$ cat config.mk
export PLATFORM = sky130hd
export DESIGN_NAME = tef_timer_events
export DESIGN_NICKNAME = d
export VERILOG_FILES = /design/src/design/tef_pkg.sv /design/src/design/tef_timer_events.sv
export SDC_FILE = /design/constraint.sdc
export NUM_CORES = 1
export LEC_CHECK = 0
export BUFFER_PORTS_ARGS = -buffer_cell sky130_fd_sc_hd__buf_2
export CAP_MARGIN = 25
export CORE_MARGIN = 2
export CORE_UTILIZATION = 58
export DETAILED_ROUTE_END_ITERATION = 12
export PLACE_DENSITY = 0.89
export SYNTH_ARGS = -nofsm -noshare
export SYNTH_HDL_FRONTEND = slang
export SYNTH_SLANG_ARGS = --single-unit
$ cat constraint.sdc
create_clock -name clk -period 3.39 [get_ports clk]
set_clock_uncertainty 0.2 [all_clocks]
set_input_delay 0.678 -clock clk [delete_from_list [all_inputs] [get_ports clk]]
set_output_delay 0.678 -clock clk [all_outputs]
set_load 0.005 [all_outputs]
$ cat src/design/tef_pkg.sv
package tef_pkg;

  localparam int unsigned NUM_CHAN = 4;

  // Register byte addresses
  localparam logic [7:0] OFF_IRQ_DMA_EN = 8'h0C;
  localparam logic [7:0] OFF_STATUS     = 8'h10;
  localparam logic [7:0] OFF_EVENT_GEN  = 8'h14;
  localparam logic [7:0] OFF_CHAN_MODE  = 8'h18;
  localparam logic [7:0] OFF_CONTROL    = 8'h44;
  localparam logic [3:0][7:0] OFF_COMPARE = {8'h40, 8'h3C, 8'h38, 8'h34};

  // Writable bits of each register; all but event generate also read back
  localparam logic [15:0] MASK_IRQ_DMA_EN = 16'h5F5F;
  localparam logic [15:0] MASK_STATUS     = 16'h1E5F;
  localparam logic [15:0] MASK_EVENT_GEN  = 16'h005F;
  localparam logic [15:0] MASK_CHAN_MODE  = 16'hFFFF;
  localparam logic [15:0] MASK_CONTROL    = 16'h0F1F;
  localparam logic [15:0] MASK_MODE_LOCK  = 16'h0078;
  localparam logic [15:0] RESET_REG       = 16'h0000;

  // Field positions
  localparam int unsigned BIT_UPDATE     = 0;
  localparam int unsigned BIT_CHAN_BASE  = 1;
  localparam int unsigned BIT_TRIGGER    = 6;
  localparam int unsigned BIT_DMA_BASE   = 8;
  localparam int unsigned BIT_REPEAT     = 9;
  localparam int unsigned BIT_FAST       = 2;
  localparam int unsigned BIT_PRELOAD    = 3;
  localparam int unsigned BIT_MODE_LO    = 4;
  localparam int unsigned BIT_EXT_CLEAR  = 7;
  localparam int unsigned BIT_DIR2_LO    = 8;
  localparam int unsigned CTL_UPDATE_DIS = 0;
  localparam int unsigned CTL_UPDATE_SRC = 1;
  localparam int unsigned CTL_COUNT_DOWN = 2;
  localparam int unsigned CTL_CENTER     = 3;
  localparam int unsigned CTL_PROTECT3   = 4;
  localparam int unsigned CTL_ENABLE_LO  = 8;

  localparam logic [1:0] RESP_OKAY   = 2'h0;
  localparam logic [1:0] RESP_SLVERR = 2'h2;

  typedef enum logic [1:0] {
    DIR_OUTPUT = 2'b00,
    DIR_IN_A   = 2'b01,
    DIR_IN_B   = 2'b10,
    DIR_IN_TRC = 2'b11
  } tef_dir_t;

  typedef enum logic [2:0] {
    OM_FROZEN     = 3'b000,
    OM_MATCH_HIGH = 3'b001,
    OM_MATCH_LOW  = 3'b010,
    OM_TOGGLE     = 3'b011,
    OM_FORCE_LOW  = 3'b100,
    OM_FORCE_HIGH = 3'b101,
    OM_PWM1       = 3'b110,
    OM_PWM2       = 3'b111
  } tef_out_mode_t;

  typedef struct packed {
    logic        awvalid;
    logic [7:0]  awaddr;
    logic        wvalid;
    logic [31:0] wdata;
    logic [3:0]  wstrb;
    logic        bready;
    logic        arvalid;
    logic [7:0]  araddr;
    logic        rready;
  } tef_axi_req_t;

  typedef struct packed {
    logic        awready;
    logic        wready;
    logic        bvalid;
    logic [1:0]  bresp;
    logic        arready;
    logic        rvalid;
    logic [31:0] rdata;
    logic [1:0]  rresp;
  } tef_axi_rsp_t;

  typedef struct packed {
    logic [15:0] counterValue;
    logic [15:0] reloadValue;
    logic        repeatOverflow;
    logic        counterTriggerReinit;
    logic        triggerEvent;
    logic        captureTimerInputOne;
    logic        captureTimerInputTwo;
    logic        captureTriggerSelect;
    logic        captureThree;
    logic        captureFour;
    logic [1:0]  chanThreeFourInput;
  } tef_timer_in_t;

  typedef struct packed {
    logic        irq;
    logic [5:0]  dmaRequest;
    logic        updateEvent;
    logic        counterLoad;
    logic [15:0] counterLoadValue;
    logic        prescalerClear;
    logic        chan1OutputReference;
  } tef_timer_out_t;

  typedef struct packed {
    logic                      awHeld;
    logic [7:0]                awAddr;
    logic                      wHeld;
    logic [15:0]               wData;
    logic [1:0]                wStrb;
    logic                      awReady;
    logic                      wReady;
    logic                      bValid;
    logic [1:0]                bResp;
    logic                      arReady;
    logic                      rValid;
    logic [15:0]               rData;
    logic [1:0]                rResp;
    logic [15:0]               irqDmaEnable;
    logic [15:0]               status;
    logic [15:0]               chanMode;
    logic [15:0]               control;
    logic [NUM_CHAN-1:0][15:0] comparePreload;
    logic [NUM_CHAN-1:0][15:0] compareActive;
    logic [NUM_CHAN-1:0]       prevMatch;
    logic                      etrMeta;
    logic                      etrSync;
    tef_timer_out_t            out;
  } tef_state_t;

endpackage : tef_pkg

$ cat src/design/tef_timer_events.sv
`timescale 1ns/100ps
// Behaviour
// - Update, channel and trigger interrupts assert only with their enable bit set.
// - DMA requests for update, channels, trigger issue only when enabled.
// - Update flag sets on update event (only on overflow with source select set), stays until software writes 0.
// - Update event from overflow, software request, or trigger reinit with source select clear; not when disabled.
// - Output channel flag sets when counter equals compare value.
// - Input channel flag sets on capture; cleared by writing 0 or reading capture.
// - Repeat-capture flag sets on capture while channel flag already set.
// - Trigger flag sets on each trigger event, cleared by writing 0.
// - Software update reinitialises counter, clears prescaler count, bit self-clears.
// - Software update loads reload value counting down outside center mode, else zero.
// - Channel generate bit sets flag, captures in input mode, self-clears.
// - Trigger generate bit produces trigger event; writing 0 does nothing.
// - Channel-one direction: output, input one, input two, or trigger select.
// - Fast enable shortens trigger-to-output response in PWM modes.
// - Compare writes act at once, or for channel one at next update with preload set.
// - Preload and mode fields locked at protection level 3 in output.
// - Output mode: frozen, high, low or toggle on match.
// - PWM modes follow the comparison, including entry from frozen.
// - Clear enable forces reference low while external trigger is high.
// - Channel-two direction swaps the two timer inputs.
// - Channels two to four flags behave like channel one.
// - Update disable suppresses all update events and shadow refreshes.
module tef_timer_events
  import tef_pkg::*;
(
  // Clock and reset
  input  wire logic                    clk,
  input  wire logic                    rstn,
  // Register bus
  input  wire tef_pkg::tef_axi_req_t   axiReq,
  output tef_pkg::tef_axi_rsp_t        axiRsp,
  // Timer core
  input  wire tef_pkg::tef_timer_in_t  timerIn,
  output tef_pkg::tef_timer_out_t      timerOut,
  // Pin
  input  wire logic                    filteredExternalTrigger
);
  import tef_pkg::*;

  tef_state_t            st;
  tef_state_t            next_st;
  logic                  awTake;
  logic                  wTake;
  logic                  arTake;
  logic                  doWrite;
  logic [15:0]           byteMask;
  logic                  hitWrite;
  logic [15:0]           eventGen;
  logic [15:0]           statusClear;
  logic [15:0]           statusSet;
  logic [15:0]           modeMask;
  logic                  modeLock;
  logic                  updEvt;
  logic                  updFlagSet;
  logic                  swUpdate;
  logic                  trigEvt;
  logic [NUM_CHAN-1:0]   isOut;
  logic [NUM_CHAN-1:0]   capSrc;
  logic [NUM_CHAN-1:0]   capEvt;
  logic [NUM_CHAN-1:0]   match;
  logic [NUM_CHAN-1:0]   matchSet;
  logic [NUM_CHAN-1:0]   chanSet;
  logic [NUM_CHAN-1:0]   readClear;
  logic                  readHit;
  logic [15:0]           readValue;
  logic                  refLess;
  tef_out_mode_t         mode1;

  assign axiRsp.awready = st.awReady;
  assign axiRsp.wready  = st.wReady;
  assign axiRsp.bvalid  = st.bValid;
  assign axiRsp.bresp   = st.bResp;
  assign axiRsp.arready = st.arReady;
  assign axiRsp.rvalid  = st.rValid;
  assign axiRsp.rdata   = {16'h0000, st.rData};
  assign axiRsp.rresp   = st.rResp;
  assign timerOut       = st.out;

  always_comb begin
    next_st = st;
    // Pin synchroniser; only the second stage is used below
    next_st.etrMeta = filteredExternalTrigger;
    next_st.etrSync = st.etrMeta;

    // Write channel: address and data may arrive in either order
    awTake = axiReq.awvalid & st.awReady;
    wTake  = axiReq.wvalid & st.wReady;
    if (awTake) begin
      next_st.awHeld = 1'b1;
      next_st.awAddr = axiReq.awaddr;
    end
    if (wTake) begin
      next_st.wHeld = 1'b1;
      next_st.wData = axiReq.wdata[15:0];
      next_st.wStrb = axiReq.wstrb[1:0];
    end
    doWrite  = next_st.awHeld & next_st.wHeld & ~st.bValid;
    byteMask = {{8{next_st.wStrb[1]}}, {8{next_st.wStrb[0]}}};
    hitWrite = 1'b0;
    eventGen = 16'h0000;
    statusClear = 16'h0000;
    modeLock = st.control[CTL_PROTECT3] & (st.chanMode[1:0] == DIR_OUTPUT);
    modeMask = byteMask & MASK_CHAN_MODE & ~(modeLock ? MASK_MODE_LOCK : 16'h0000);
    if (doWrite) begin
      unique case (next_st.awAddr)
        OFF_IRQ_DMA_EN: begin
          hitWrite = 1'b1;
          next_st.irqDmaEnable = (st.irqDmaEnable & ~(byteMask & MASK_IRQ_DMA_EN))
                               | (next_st.wData & byteMask & MASK_IRQ_DMA_EN);
        end
        OFF_STATUS: begin
          hitWrite    = 1'b1;
          statusClear = ~next_st.wData & byteMask & MASK_STATUS;
        end
        OFF_EVENT_GEN: begin
          hitWrite = 1'b1;
          eventGen = next_st.wData & byteMask & MASK_EVENT_GEN;
        end
        OFF_CHAN_MODE: begin
          hitWrite = 1'b1;
          next_st.chanMode = (st.chanMode & ~modeMask) | (next_st.wData & modeMask);
        end
        OFF_CONTROL: begin
          hitWrite = 1'b1;
          next_st.control = (st.control & ~(byteMask & MASK_CONTROL))
                          | (next_st.wData & byteMask & MASK_CONTROL);
        end
        default: begin
          hitWrite = 1'b0;
        end
      endcase
    end

    // Channel direction and capture source
    isOut[0]  = st.chanMode[1:0] == DIR_OUTPUT;
    isOut[1]  = st.chanMode[BIT_DIR2_LO +: 2] == DIR_OUTPUT;
    isOut[2]  = ~timerIn.chanThreeFourInput[0];
    isOut[3]  = ~timerIn.chanThreeFourInput[1];
    unique case (tef_dir_t'(st.chanMode[1:0]))
      DIR_IN_A:   capSrc[0] = timerIn.captureTimerInputOne;
      DIR_IN_B:   capSrc[0] = timerIn.captureTimerInputTwo;
      DIR_IN_TRC: capSrc[0] = timerIn.captureTriggerSelect;
      DIR_OUTPUT: capSrc[0] = 1'b0;
    endcase
    unique case (tef_dir_t'(st.chanMode[BIT_DIR2_LO +: 2]))
      DIR_IN_A:   capSrc[1] = timerIn.captureTimerInputTwo;
      DIR_IN_B:   capSrc[1] = timerIn.captureTimerInputOne;
      DIR_IN_TRC: capSrc[1] = timerIn.captureTriggerSelect;
      DIR_OUTPUT: capSrc[1] = 1'b0;
    endcase
    capSrc[2] = timerIn.captureThree;
    capSrc[3] = timerIn.captureFour;

    // Update and trigger events
    swUpdate   = eventGen[BIT_UPDATE];
    updEvt     = ~st.control[CTL_UPDATE_DIS] & (timerIn.repeatOverflow | swUpdate
               | (timerIn.counterTriggerReinit & ~st.control[CTL_UPDATE_SRC]));
    // With the source select set only overflow raises the flag and its requests
    updFlagSet = updEvt & (~st.control[CTL_UPDATE_SRC] | timerIn.repeatOverflow);
    trigEvt    = timerIn.triggerEvent | eventGen[BIT_TRIGGER];

    // Reading a capture register, this cycle's read address
    arTake    = axiReq.arvalid & st.arReady;
    readHit   = 1'b1;
    readValue = 16'h0000;
    readClear = '0;
    statusSet = 16'h0000;
    statusSet[BIT_UPDATE]  = updFlagSet;
    statusSet[BIT_TRIGGER] = trigEvt;

    // Preloaded compare value moves to the active copy on update
    if (updEvt && st.chanMode[BIT_PRELOAD] && isOut[0]) begin
      next_st.compareActive[0] = st.comparePreload[0];
    end
    for (int i = 0; i < NUM_CHAN; i++) begin
      if (doWrite && next_st.awAddr == OFF_COMPARE[i]) begin
        hitWrite = 1'b1;
        next_st.comparePreload[i] = (st.comparePreload[i] & ~byteMask)
                                  | (next_st.wData & byteMask);
        if (!(i == 0 && st.chanMode[BIT_PRELOAD])) begin
          next_st.compareActive[i] = next_st.comparePreload[i];
        end
      end
      match[i]    = timerIn.counterValue == st.compareActive[i];
      matchSet[i] = isOut[i] & match[i] & ~st.prevMatch[i];
      next_st.prevMatch[i] = match[i];
      capEvt[i]   = ~isOut[i] & ((capSrc[i] & st.control[CTL_ENABLE_LO + i])
                  | eventGen[BIT_CHAN_BASE + i]);
      chanSet[i]  = matchSet[i] | capEvt[i] | eventGen[BIT_CHAN_BASE + i];
      if (capEvt[i]) begin
        next_st.compareActive[i]  = timerIn.counterValue;
        next_st.comparePreload[i] = timerIn.counterValue;
      end
      statusSet[BIT_CHAN_BASE + i] = chanSet[i];
      statusSet[BIT_REPEAT + i]    = capEvt[i] & st.status[BIT_CHAN_BASE + i];
      readClear[i] = arTake && axiReq.araddr == OFF_COMPARE[i];
      statusClear[BIT_CHAN_BASE + i] = statusClear[BIT_CHAN_BASE + i] | readClear[i];
    end
    // A flag event in the clearing cycle is kept
    next_st.status = ((st.status & ~statusClear) | statusSet) & MASK_STATUS;

    // Register read
    unique case (axiReq.araddr)
      OFF_IRQ_DMA_EN: readValue = st.irqDmaEnable;
      OFF_STATUS:     readValue = st.status;
      OFF_EVENT_GEN:  readValue = RESET_REG;
      OFF_CHAN_MODE:  readValue = st.chanMode;
      OFF_CONTROL:    readValue = st.control;
      default:        readHit = 1'b0;
    endcase
    for (int i = 0; i < NUM_CHAN; i++) begin
      if (axiReq.araddr == OFF_COMPARE[i]) begin
        readHit   = 1'b1;
        readValue = st.compareActive[i];
      end
    end
    if (st.rValid && axiReq.rready) begin
      next_st.rValid = 1'b0;
    end
    if (arTake) begin
      next_st.rValid = 1'b1;
      next_st.rData  = readHit ? readValue : 16'h0000;
      next_st.rResp  = readHit ? RESP_OKAY : RESP_SLVERR;
    end
    next_st.arReady = ~next_st.rValid;
    if (st.bValid && axiReq.bready) begin
      next_st.bValid = 1'b0;
    end
    if (doWrite) begin
      next_st.bValid = 1'b1;
      next_st.bResp  = hitWrite ? RESP_OKAY : RESP_SLVERR;
      next_st.awHeld = 1'b0;
      next_st.wHeld  = 1'b0;
    end
    next_st.awReady = ~next_st.awHeld & ~next_st.bValid;
    next_st.wReady  = ~next_st.wHeld & ~next_st.bValid;

    // Timer-facing pulses
    next_st.out.irq = |(next_st.status[6:0] & st.irqDmaEnable[6:0]);
    next_st.out.dmaRequest = {trigEvt, chanSet, updFlagSet}
                           & {st.irqDmaEnable[14], st.irqDmaEnable[12:8]};
    next_st.out.updateEvent    = updEvt;
    next_st.out.counterLoad    = swUpdate;
    next_st.out.prescalerClear = swUpdate;
    next_st.out.counterLoadValue = (st.control[CTL_COUNT_DOWN] & ~st.control[CTL_CENTER])
                                 ? timerIn.reloadValue : 16'h0000;

    // Channel-one output reference
    mode1   = tef_out_mode_t'(st.chanMode[BIT_MODE_LO +: 3]);
    refLess = timerIn.counterValue < st.compareActive[0];
    unique case (mode1)
      OM_FROZEN:     next_st.out.chan1OutputReference = st.out.chan1OutputReference;
      OM_MATCH_HIGH: if (matchSet[0]) next_st.out.chan1OutputReference = 1'b1;
      OM_MATCH_LOW:  if (matchSet[0]) next_st.out.chan1OutputReference = 1'b0;
      OM_TOGGLE:     if (matchSet[0]) next_st.out.chan1OutputReference =
                       ~st.out.chan1OutputReference;
      OM_FORCE_LOW:  next_st.out.chan1OutputReference = 1'b0;
      OM_FORCE_HIGH: next_st.out.chan1OutputReference = 1'b1;
      // Recomputed every cycle, so leaving frozen takes effect at once
      OM_PWM1:       next_st.out.chan1OutputReference = refLess;
      OM_PWM2:       next_st.out.chan1OutputReference = ~refLess;
    endcase
    // Fast path: in a PWM mode a trigger drives the below-compare level at once, without waiting for the compare
    if (st.chanMode[BIT_FAST] && trigEvt && mode1[2:1] == 2'b11) begin
      next_st.out.chan1OutputReference = (mode1 == OM_PWM1);
    end
    if ((st.chanMode[BIT_EXT_CLEAR] && st.etrSync) || !isOut[0]) begin
      next_st.out.chan1OutputReference = 1'b0;
    end
  end

  always_ff @(posedge clk or negedge rstn) begin
    if (!rstn) begin
      st           <= '0;
      // Counter and compare both start at zero, which is not a fresh match
      st.prevMatch <= '1;
    end else begin
      st <= next_st;
    end
  end
endmodule : tef_timer_events

==> impl_metrics.json, run 1 <==
{
  "run_status": "complete, no violations",
  "power_frac_seq_pct": 41.0,
  "overflow": 0,
  "finalCritPeriodShare_pct": 93.34,
  "largest_family_of_logic_cells_by_synthesized_area": "compound AO/OA/AOI/OAI gates",
  "synth_largest_area_cell": "sky130_fd_sc_hd__dfrtp_1",
  "drt-wirelength-per-cell_um": 22.15,
  "drive_above_1_share_pct": 25.36,
  "share_of_yosys_cell_area_claimed_by_the_top_area_cell_type_pct": 45.83,
  "ios": 170,
  "post_synth_fa_ha_maj_area_fraction_pct": 1.780,
  "drt_first_pass_iters": 6,
  "worstPathMaxFanout": 10,
  "top_cell_types_by_occurrence_after_synthesis": "206 x sky130_fd_sc_hd__dfrtp_1, 118 x sky130_fd_sc_hd__nand2_1, 76 x sky130_fd_sc_hd__o21ai_0",
  "worst_pin_slew_ps": 913.0,
  "critical_path.endpoint_type": "register",
  "leakage_nw": 5.887,
  "dominantRegCellSynth": "sky130_fd_sc_hd__dfrtp_1",
  "grt_pass1_vias": 9028,
  "clk_root_buffer_cell": "sky130_fd_sc_hd__clkbuf_16",
  "cts-htree-levels": 1,
  "cts_resized": 0,
  "seq_area_frac_synth_pct": 46.76,
  "power.share.clock_pct": 33.0,
  "peakVddDrop_v": 0.0004938,
  "grt_first_pass_wirelength_mm": 50.12,
  "fillers": 1420,
  "synth_mux_area_share_pct": 11.74,
  "worst_ep_required_time_ps": 3550,
  "worst_skew_pair.late_latency_ps": 510,
  "post_synthesis_xor_xnor_area_fraction_pct": 3.737,
  "flow.area_growth_from_synthesis_pct": 14.07,
  "hold_path_class": "primary input to async pin",
  "postRouteAntennaNets": 0,
  "clkTransAtPathRegs_ps": 60,
  "fp.dieW_um": 143.3,
  "num_rows": 50,
  "grt_usage_pct": 31.84,
  "clock_sinks": 210,
  "cell_with_the_most_instances_after_synthesis": "sky130_fd_sc_hd__dfrtp_1",
  "power.share.combinational_pct": 26.0,
  "final-seq-area_um2": 5260,
  "drt_iter0_drc": 1418,
  "cts-hold-fix-buffers": 0,
  "critical_path_arrival_ps": 3320,
  "synth-compound-area-share_pct": 15.24,
  "worstSetupPathType": "register to register",
  "die_footprint_um2": 20520,
  "clock.fmax_ghz": 0.3160,
  "wirelength_mm": 32.19,
  "postSynthCellCount": 1081,
  "fp.coreArea_um2": 18890,
  "p_per_area_nw_per_um2": 653.2,
  "drc_errors": 0,
  "sw_frac_of_total_pct": 32.87,
  "syn_avg_cell_area_um2": 10.41,
  "nets": 1293,
  "portBuffers": 133,
  "synth_top_cells_by_area": "sky130_fd_sc_hd__dfrtp_1 46%, sky130_fd_sc_hd__mux2i_1 6.2%, sky130_fd_sc_hd__mux2_2 5.0%, sky130_fd_sc_hd__buf_4 4.7%, sky130_fd_sc_hd__nand2_1 3.9%",
  "synth-edff-count": 0,
  "critical_path.startpoint_type": "register",
  "fin_tns_setup_ps": 0,
  "max-clock-path-buffers": 3,
  "dp_hpwl_mm": 22.98,
  "netlist_area_before_placement_um2": 11250,
  "net-switching-power_mw": 2.755,
  "hold_violations": 0,
  "drv.max_cap_violation_count": 0,
  "synth_simple_gate_area_share_pct": 12.76,
  "floorplan.initialDensity_pct": 59.54,
  "synth_cell_type_count": 80,
  "antenna_found_initial": 2,
  "synth-async-reset-ratio_pct": 100.0,
  "post_drt_via_cell_ratio": 6.292,
  "final_number_of_setup_violating_endpoints": 0,
  "r2r_cells": 9,
  "routabilityCongestion": 0.9996,
  "cts_buffers": 23,
  "timing.max_slew.rel_slack_pct": 38.57,
  "cell_internal_pwr_mw": 5.626,
  "tritoncts_clock_tree": "yes",
  "ffs_latches_synth": 210,
  "die_extent_in_y_um": 143.3,
  "post_layout_utilization_of_the_core_pct": 67.91,
  "min_period_ps": 3164,
  "post_cts_buffers": 0,
  "routed-via-count": 9142,
  "grt_setup_unrepaired": "false",
  "finalMaxSlewViolations": 0,
  "multi_input_area_um2": 5160,
  "synthesis.yosys.warnings": 0,
  "grt_start_max_net_pins": 82
}
[worst max-delay path, stage by stage (launching register included)]
cell,delay [ps]
sky130_fd_sc_hd__dfrtp_1,520
sky130_fd_sc_hd__and2_4,260
sky130_fd_sc_hd__mux2i_4,300
sky130_fd_sc_hd__inv_2,60
sky130_fd_sc_hd__or4_4,530
sky130_fd_sc_hd__or2_1,350
sky130_fd_sc_hd__a21oi_1,170
sky130_fd_sc_hd__o21ai_1,100
sky130_fd_sc_hd__a222oi_1,400
sky130_fd_sc_hd__nand3_1,140
[final timing paths]
kind,startpoint,to,slack [ps]
max reg2reg,axiRsp[40],timerOut[26],230
min reg2reg,next_st[27],st[27],150
min in group clk,filteredExternalTrigger,next_st[27],90
max in group asynchronous,rstn,st[30],2210
max,axiRsp[40],timerOut[26],230
min,rstn,async pin,30
[layout make-up]
cell class / count / share of cell area, %
Clock buffer: 32 / 5.217
Sequential cell: 210 / 40.99
Antenna cell: 2 / 0.03901
Clock inverter: 9 / 1.355
Inverter: 32 / 0.9361
Timing Repair Buffer: 177 / 8.708
Multi-Input combinational cell: 731 / 40.21
Tap cell: 260 / 2.535
[power by group through the flow]
stage | registers [mW] | logic (mW) | clock network [mW]
after floorplan | 3.30 | 1.51 | 0
after global placement | 3.42 | 2.03 | 0
after detailed placement | 3.45 | 2.11 | 0
after CTS | 3.41 | 2.14 | 2.78
after global routing | 3.48 | 2.34 | 2.89
final | 3.44 | 2.18 | 2.76
[cell usage in the layout (no fill, tap or decap), types with 10 or more instances in the layout]
cell	instances
sky130_fd_sc_hd__dfrtp_1	206
sky130_fd_sc_hd__buf_2	132
sky130_fd_sc_hd__nand2_1	118
sky130_fd_sc_hd__o21ai_0	76
sky130_fd_sc_hd__mux2i_1	70
sky130_fd_sc_hd__mux2_2	50
sky130_fd_sc_hd__nor2_1	42
sky130_fd_sc_hd__buf_4	35
sky130_fd_sc_hd__xnor2_1	32
sky130_fd_sc_hd__a21oi_1	30
sky130_fd_sc_hd__inv_1	29
sky130_fd_sc_hd__o221ai_1	26
sky130_fd_sc_hd__clkbuf_16	23
sky130_fd_sc_hd__and2_1	20
sky130_fd_sc_hd__o21ai_1	19
sky130_fd_sc_hd__conb_1	18
sky130_fd_sc_hd__xor2_1	16
sky130_fd_sc_hd__ha_1	16
sky130_fd_sc_hd__nand4_1	15
sky130_fd_sc_hd__o211ai_1	13
sky130_fd_sc_hd__nor3_1	12
sky130_fd_sc_hd__a22o_1	11
sky130_fd_sc_hd__a221oi_1	10
[metal layers]
| metal | global-route usage, % | share of wire, % | vias to the layer above |
|---|---|---|---|
| li1 | - | - | 3986 |
| met1 | 44.15 | 38 | 4384 |
| met2 | 48.55 | 45 | 653 |
| met3 | 5.869 | 12 | 119 |
| met4 | 15.43 | 5.5 | 0 |
| met5 | 0 | 0 | - |
[kinds of logic after synthesis]
| kind of cell | count (synthesis) |
|---|---|
| simple gates | 275 |
| compound gates | 251 |
| flops | 210 |
| buf+inv | 157 |
| mux | 123 |
| xor+xnor | 48 |
| fa+ha+maj | 16 |
| other cells | 1 |
[metrics by stage]
stage / std cells / instance area, um2 / power [mW] / setup WS (ps) / hold slack [ps]
after global placement: 1410 / 11980 / 5.448 / 62.72 / 140.6
after floorplan: 1098 / 11310 / 4.811 / 250.2 / 131.2
final: 1453 / 12830 / 8.381 / 225.6 / 25.05
after global routing: 1453 / 12830 / 8.710 / 154.5 / 85.86
after CTS: 1451 / 12830 / 8.324 / 284.8 / 56.65
after detailed placement: 1410 / 11980 / 5.558 / 27.93 / 140.3
Note: power is estimated with default switching activity, not from simulation.
==> run 2: changes to the inputs <==
- ABC_AREA: not set -> 1
- BUFFER_PORTS_ARGS: -buffer_cell sky130_fd_sc_hd__buf_2 -> not set
- CORE_UTILIZATION: 58 -> 65
- DONT_BUFFER_PORTS: not set -> 1
==> impl_metrics.json, run 2 <==
{
  "post_layout_nonfiller_instances": 1836,
  "post_layout_utilization_of_the_core_pct": 69.07,
  "dp_hpwl_mm": 26.19,
  "min_period_ps": 2979,
  "drt_first_pass_iters": 6,
  "worst_setup_path_startpoint": "axiRsp[39]",
  "run_status": "complete, but fails checks",
  "top_usage_layer_grt": "met2",
  "timing.max_slew.rel_slack_pct": 36.18,
  "synth-async-reset-ratio_pct": 100.0,
  "use_met3_pct": 7.031,
  "failed_checks": "hold timing",
  "finalCritPeriodShare_pct": 87.86,
  "antenna_cells_inserted": 0,
  "fin_tns_setup_ps": 0,
  "worstPathMaxFanout": 24,
  "dp_worst_setup_slack_ps": 239.3,
  "routed-via-count": 11017,
  "cts_buffers": 23,
  "synth-edff-count": 0,
  "routabilityCongestion": 1.034,
  "most_frequent_standard_cell_in_the_layout_excluding_fill_and_tap_cells": "sky130_fd_sc_hd__nand2_1",
  "tritoncts_clock_tree": "yes",
  "seq_area_frac_synth_pct": 43.07,
  "drv.max_cap_violation_count": 0,
  "clkTransAtPathRegs_ps": 70,
  "syn_avg_cell_area_um2": 7.487,
  "nets": 1704,
  "flow.area_growth_from_synthesis_pct": 5.093,
  "hold_path_class": "primary input to async pin",
  "post_cts_buffers": 0,
  "final_number_of_setup_violating_endpoints": 0,
  "grt_first_pass_wirelength_mm": 57.16,
  "grt_start_max_net_pins": 211,
  "worst_skew_pair.late_latency_ps": 510,
  "reg2reg_setup_slack_ps": 410,
  "top_library_cells_by_usage_in_the_layout_fill_and_taps_aside": "454 x sky130_fd_sc_hd__nand2_1, 206 x sky130_fd_sc_hd__inv_1, 206 x sky130_fd_sc_hd__dfrtp_1, 136 x sky130_fd_sc_hd__nand3_1, 127 x sky130_fd_sc_hd__o21ai_0",
  "met2_usage_pct": 56.29,
  "die_extent_in_y_um": 141.1,
  "post_drt_via_cell_ratio": 6.001,
  "ffs_latches_synth": 210,
  "worst_hold_slack_ps": -336.1,
  "hold_violations": 210,
  "grt_usage_pct": 36.77,
  "fillers": 1555,
  "critical_path.endpoint_type": "register",
  "floorplan.initialDensity_pct": 65.72,
  "critical_path.startpoint_type": "register",
  "cell_with_the_most_instances_after_synthesis": "sky130_fd_sc_hd__nand2_1",
  "max-clock-path-buffers": 3,
  "setup_slack_ps": 411.5,
  "cts_resized": 0,
  "worst_ep_required_time_ps": 3580,
  "critical_path_arrival_ps": 3170,
  "peakVddDrop_v": 0.0005831,
  "top_cell_types_by_occurrence_after_synthesis": "454 x sky130_fd_sc_hd__nand2_1, 206 x sky130_fd_sc_hd__dfrtp_1, 206 x sky130_fd_sc_hd__inv_1",
  "finalMaxSlewViolations": 0,
  "portBuffers": 0,
  "wirelength_mm": 36.22,
  "worstSetupPathType": "register to register",
  "drt_iter0_drc": 1223,
  "clock.fmax_ghz": 0.3357,
  "antenna_found_initial": 0,
  "drc_errors": 0,
  "leakage_nw": 6.482,
  "grt_setup_unrepaired": "false",
  "postRouteAntennaNets": 0,
  "p_per_area_nw_per_um2": 693.2,
  "fp.coreArea_um2": 18580,
  "cts-htree-levels": 1,
  "r2r-start": "axiRsp[39]",
  "synthesis.yosys.warnings": 0,
  "drive_above_1_share_pct": 8.115,
  "worst_pin_slew_ps": 957.4,
  "clk_root_buffer_cell": "sky130_fd_sc_hd__clkbuf_16",
  "fp.dieW_um": 141.1,
  "dominantRegCellSynth": "sky130_fd_sc_hd__dfrtp_1",
  "grt_pass1_vias": 10773,
  "netlist_area_before_placement_um2": 12210,
  "postSynthCellCount": 1631,
  "die_footprint_um2": 19900,
  "overflow": 0,
  "cts-hold-fix-buffers": 1,
  "num_rows": 50,
  "ios": 170,
  "clock_sinks": 210,
  "synth_largest_area_cell": "sky130_fd_sc_hd__dfrtp_1",
  "r2r_cells": 12,
  "synth_cell_type_count": 47,
  "placed_cells": 1794,
  "grt.met1_usage_pct": 52.06,
  "drt-wirelength-per-cell_um": 19.73,
  "share_of_yosys_cell_area_claimed_by_the_top_area_cell_type_pct": 42.21,
  "synth_top_cells_by_area": "sky130_fd_sc_hd__dfrtp_1 42%, sky130_fd_sc_hd__nand2_1 14%, sky130_fd_sc_hd__inv_1 6.3%, sky130_fd_sc_hd__nand3_1 5.6%, sky130_fd_sc_hd__o21ai_0 5.2%"
}
-- run 2: cell types whose count changed in the layout (fill, tap and decap cells not counted), moves of 21 or more --
cell,change
sky130_fd_sc_hd__nand2_1,+336
sky130_fd_sc_hd__inv_1,+177
sky130_fd_sc_hd__buf_2,-132
sky130_fd_sc_hd__nand3_1,+132
sky130_fd_sc_hd__mux2i_1,-70
sky130_fd_sc_hd__nor2_1,+66
sky130_fd_sc_hd__o21ai_0,+51
sky130_fd_sc_hd__mux2_2,-49
sky130_fd_sc_hd__o211ai_1,+38
sky130_fd_sc_hd__xnor2_1,-22
sky130_fd_sc_hd__o221ai_1,-21
-- run 2: layer usage --
metal	up-vias	share of wire [%]
li1	5056	-
met2	717	44
met4	0	4.2
met1	5137	40
met5	-	0
met3	107	12
-- run 2: worst max path at each step --
stage	endpoint	slack [ps]
floorplan	st[43]	940
global placement	register	340
detailed placement	register	240
CTS	register	500
global route	register	240
finish	register	410
-- run 2: final cells by class --
class / instances / area, um2 / area share, %
clock buffer: 29 / 648.1 / 5.050
inverter: 218 / 818.3 / 6.376
multi-input combinational: 1097 / 5418 / 42.21
timing repair buffer: 36 / 272.8 / 2.125
sequential: 210 / 5260 / 40.99
clock inverter: 12 / 123.9 / 0.9652
tap: 234 / 292.8 / 2.281
-- run 2: power by group --
part	leakage (nW)	internal (mW)	switching, mW	total (mW)
logic	3.50	0.884	1.96	2.85
clock network	0.373	1.51	1.05	2.56
registers	2.61	3.10	0.393	3.49
-- run 2: kinds of logic (layout without fill, tap and decap cells) --
logic type	after synthesis	after routing	share of synthesized area, %
AND/OR/NAND/NOR	763	763	27.01
buffers and inverters	341	295	13.08
AO/OA/AOI/OAI	272	272	13.14
flip-flops	210	210	43.07
XOR/XNOR	27	27	1.936
adder cells (fa/ha/maj)	16	16	1.639
other	1	18	0.03071
multiplexers	1	1	0.09221
-- run 2: critical path, cell delays in order (launching register included) --
cell and delay (ps):
sky130_fd_sc_hd__dfrtp_1 400, sky130_fd_sc_hd__nand2_2 90, sky130_fd_sc_hd__buf_4 200, sky130_fd_sc_hd__nand2_1 90, sky130_fd_sc_hd__nand2_1 120, sky130_fd_sc_hd__buf_4 230
sky130_fd_sc_hd__nor2_1 450, sky130_fd_sc_hd__nand2_1 220, sky130_fd_sc_hd__nand2_1 120, sky130_fd_sc_hd__nand2_2 200, sky130_fd_sc_hd__buf_4 300, sky130_fd_sc_hd__nand3_1 120
sky130_fd_sc_hd__o211ai_1 100
-- run 2: metrics by stage --
stage,instance area [um2],total power [mW]
final,12830,8.896
after global routing,12830,9.359
after CTS,12830,8.814
after detailed placement,12050,6.238
after global placement,12050,6.128
after floorplan,12280,5.420
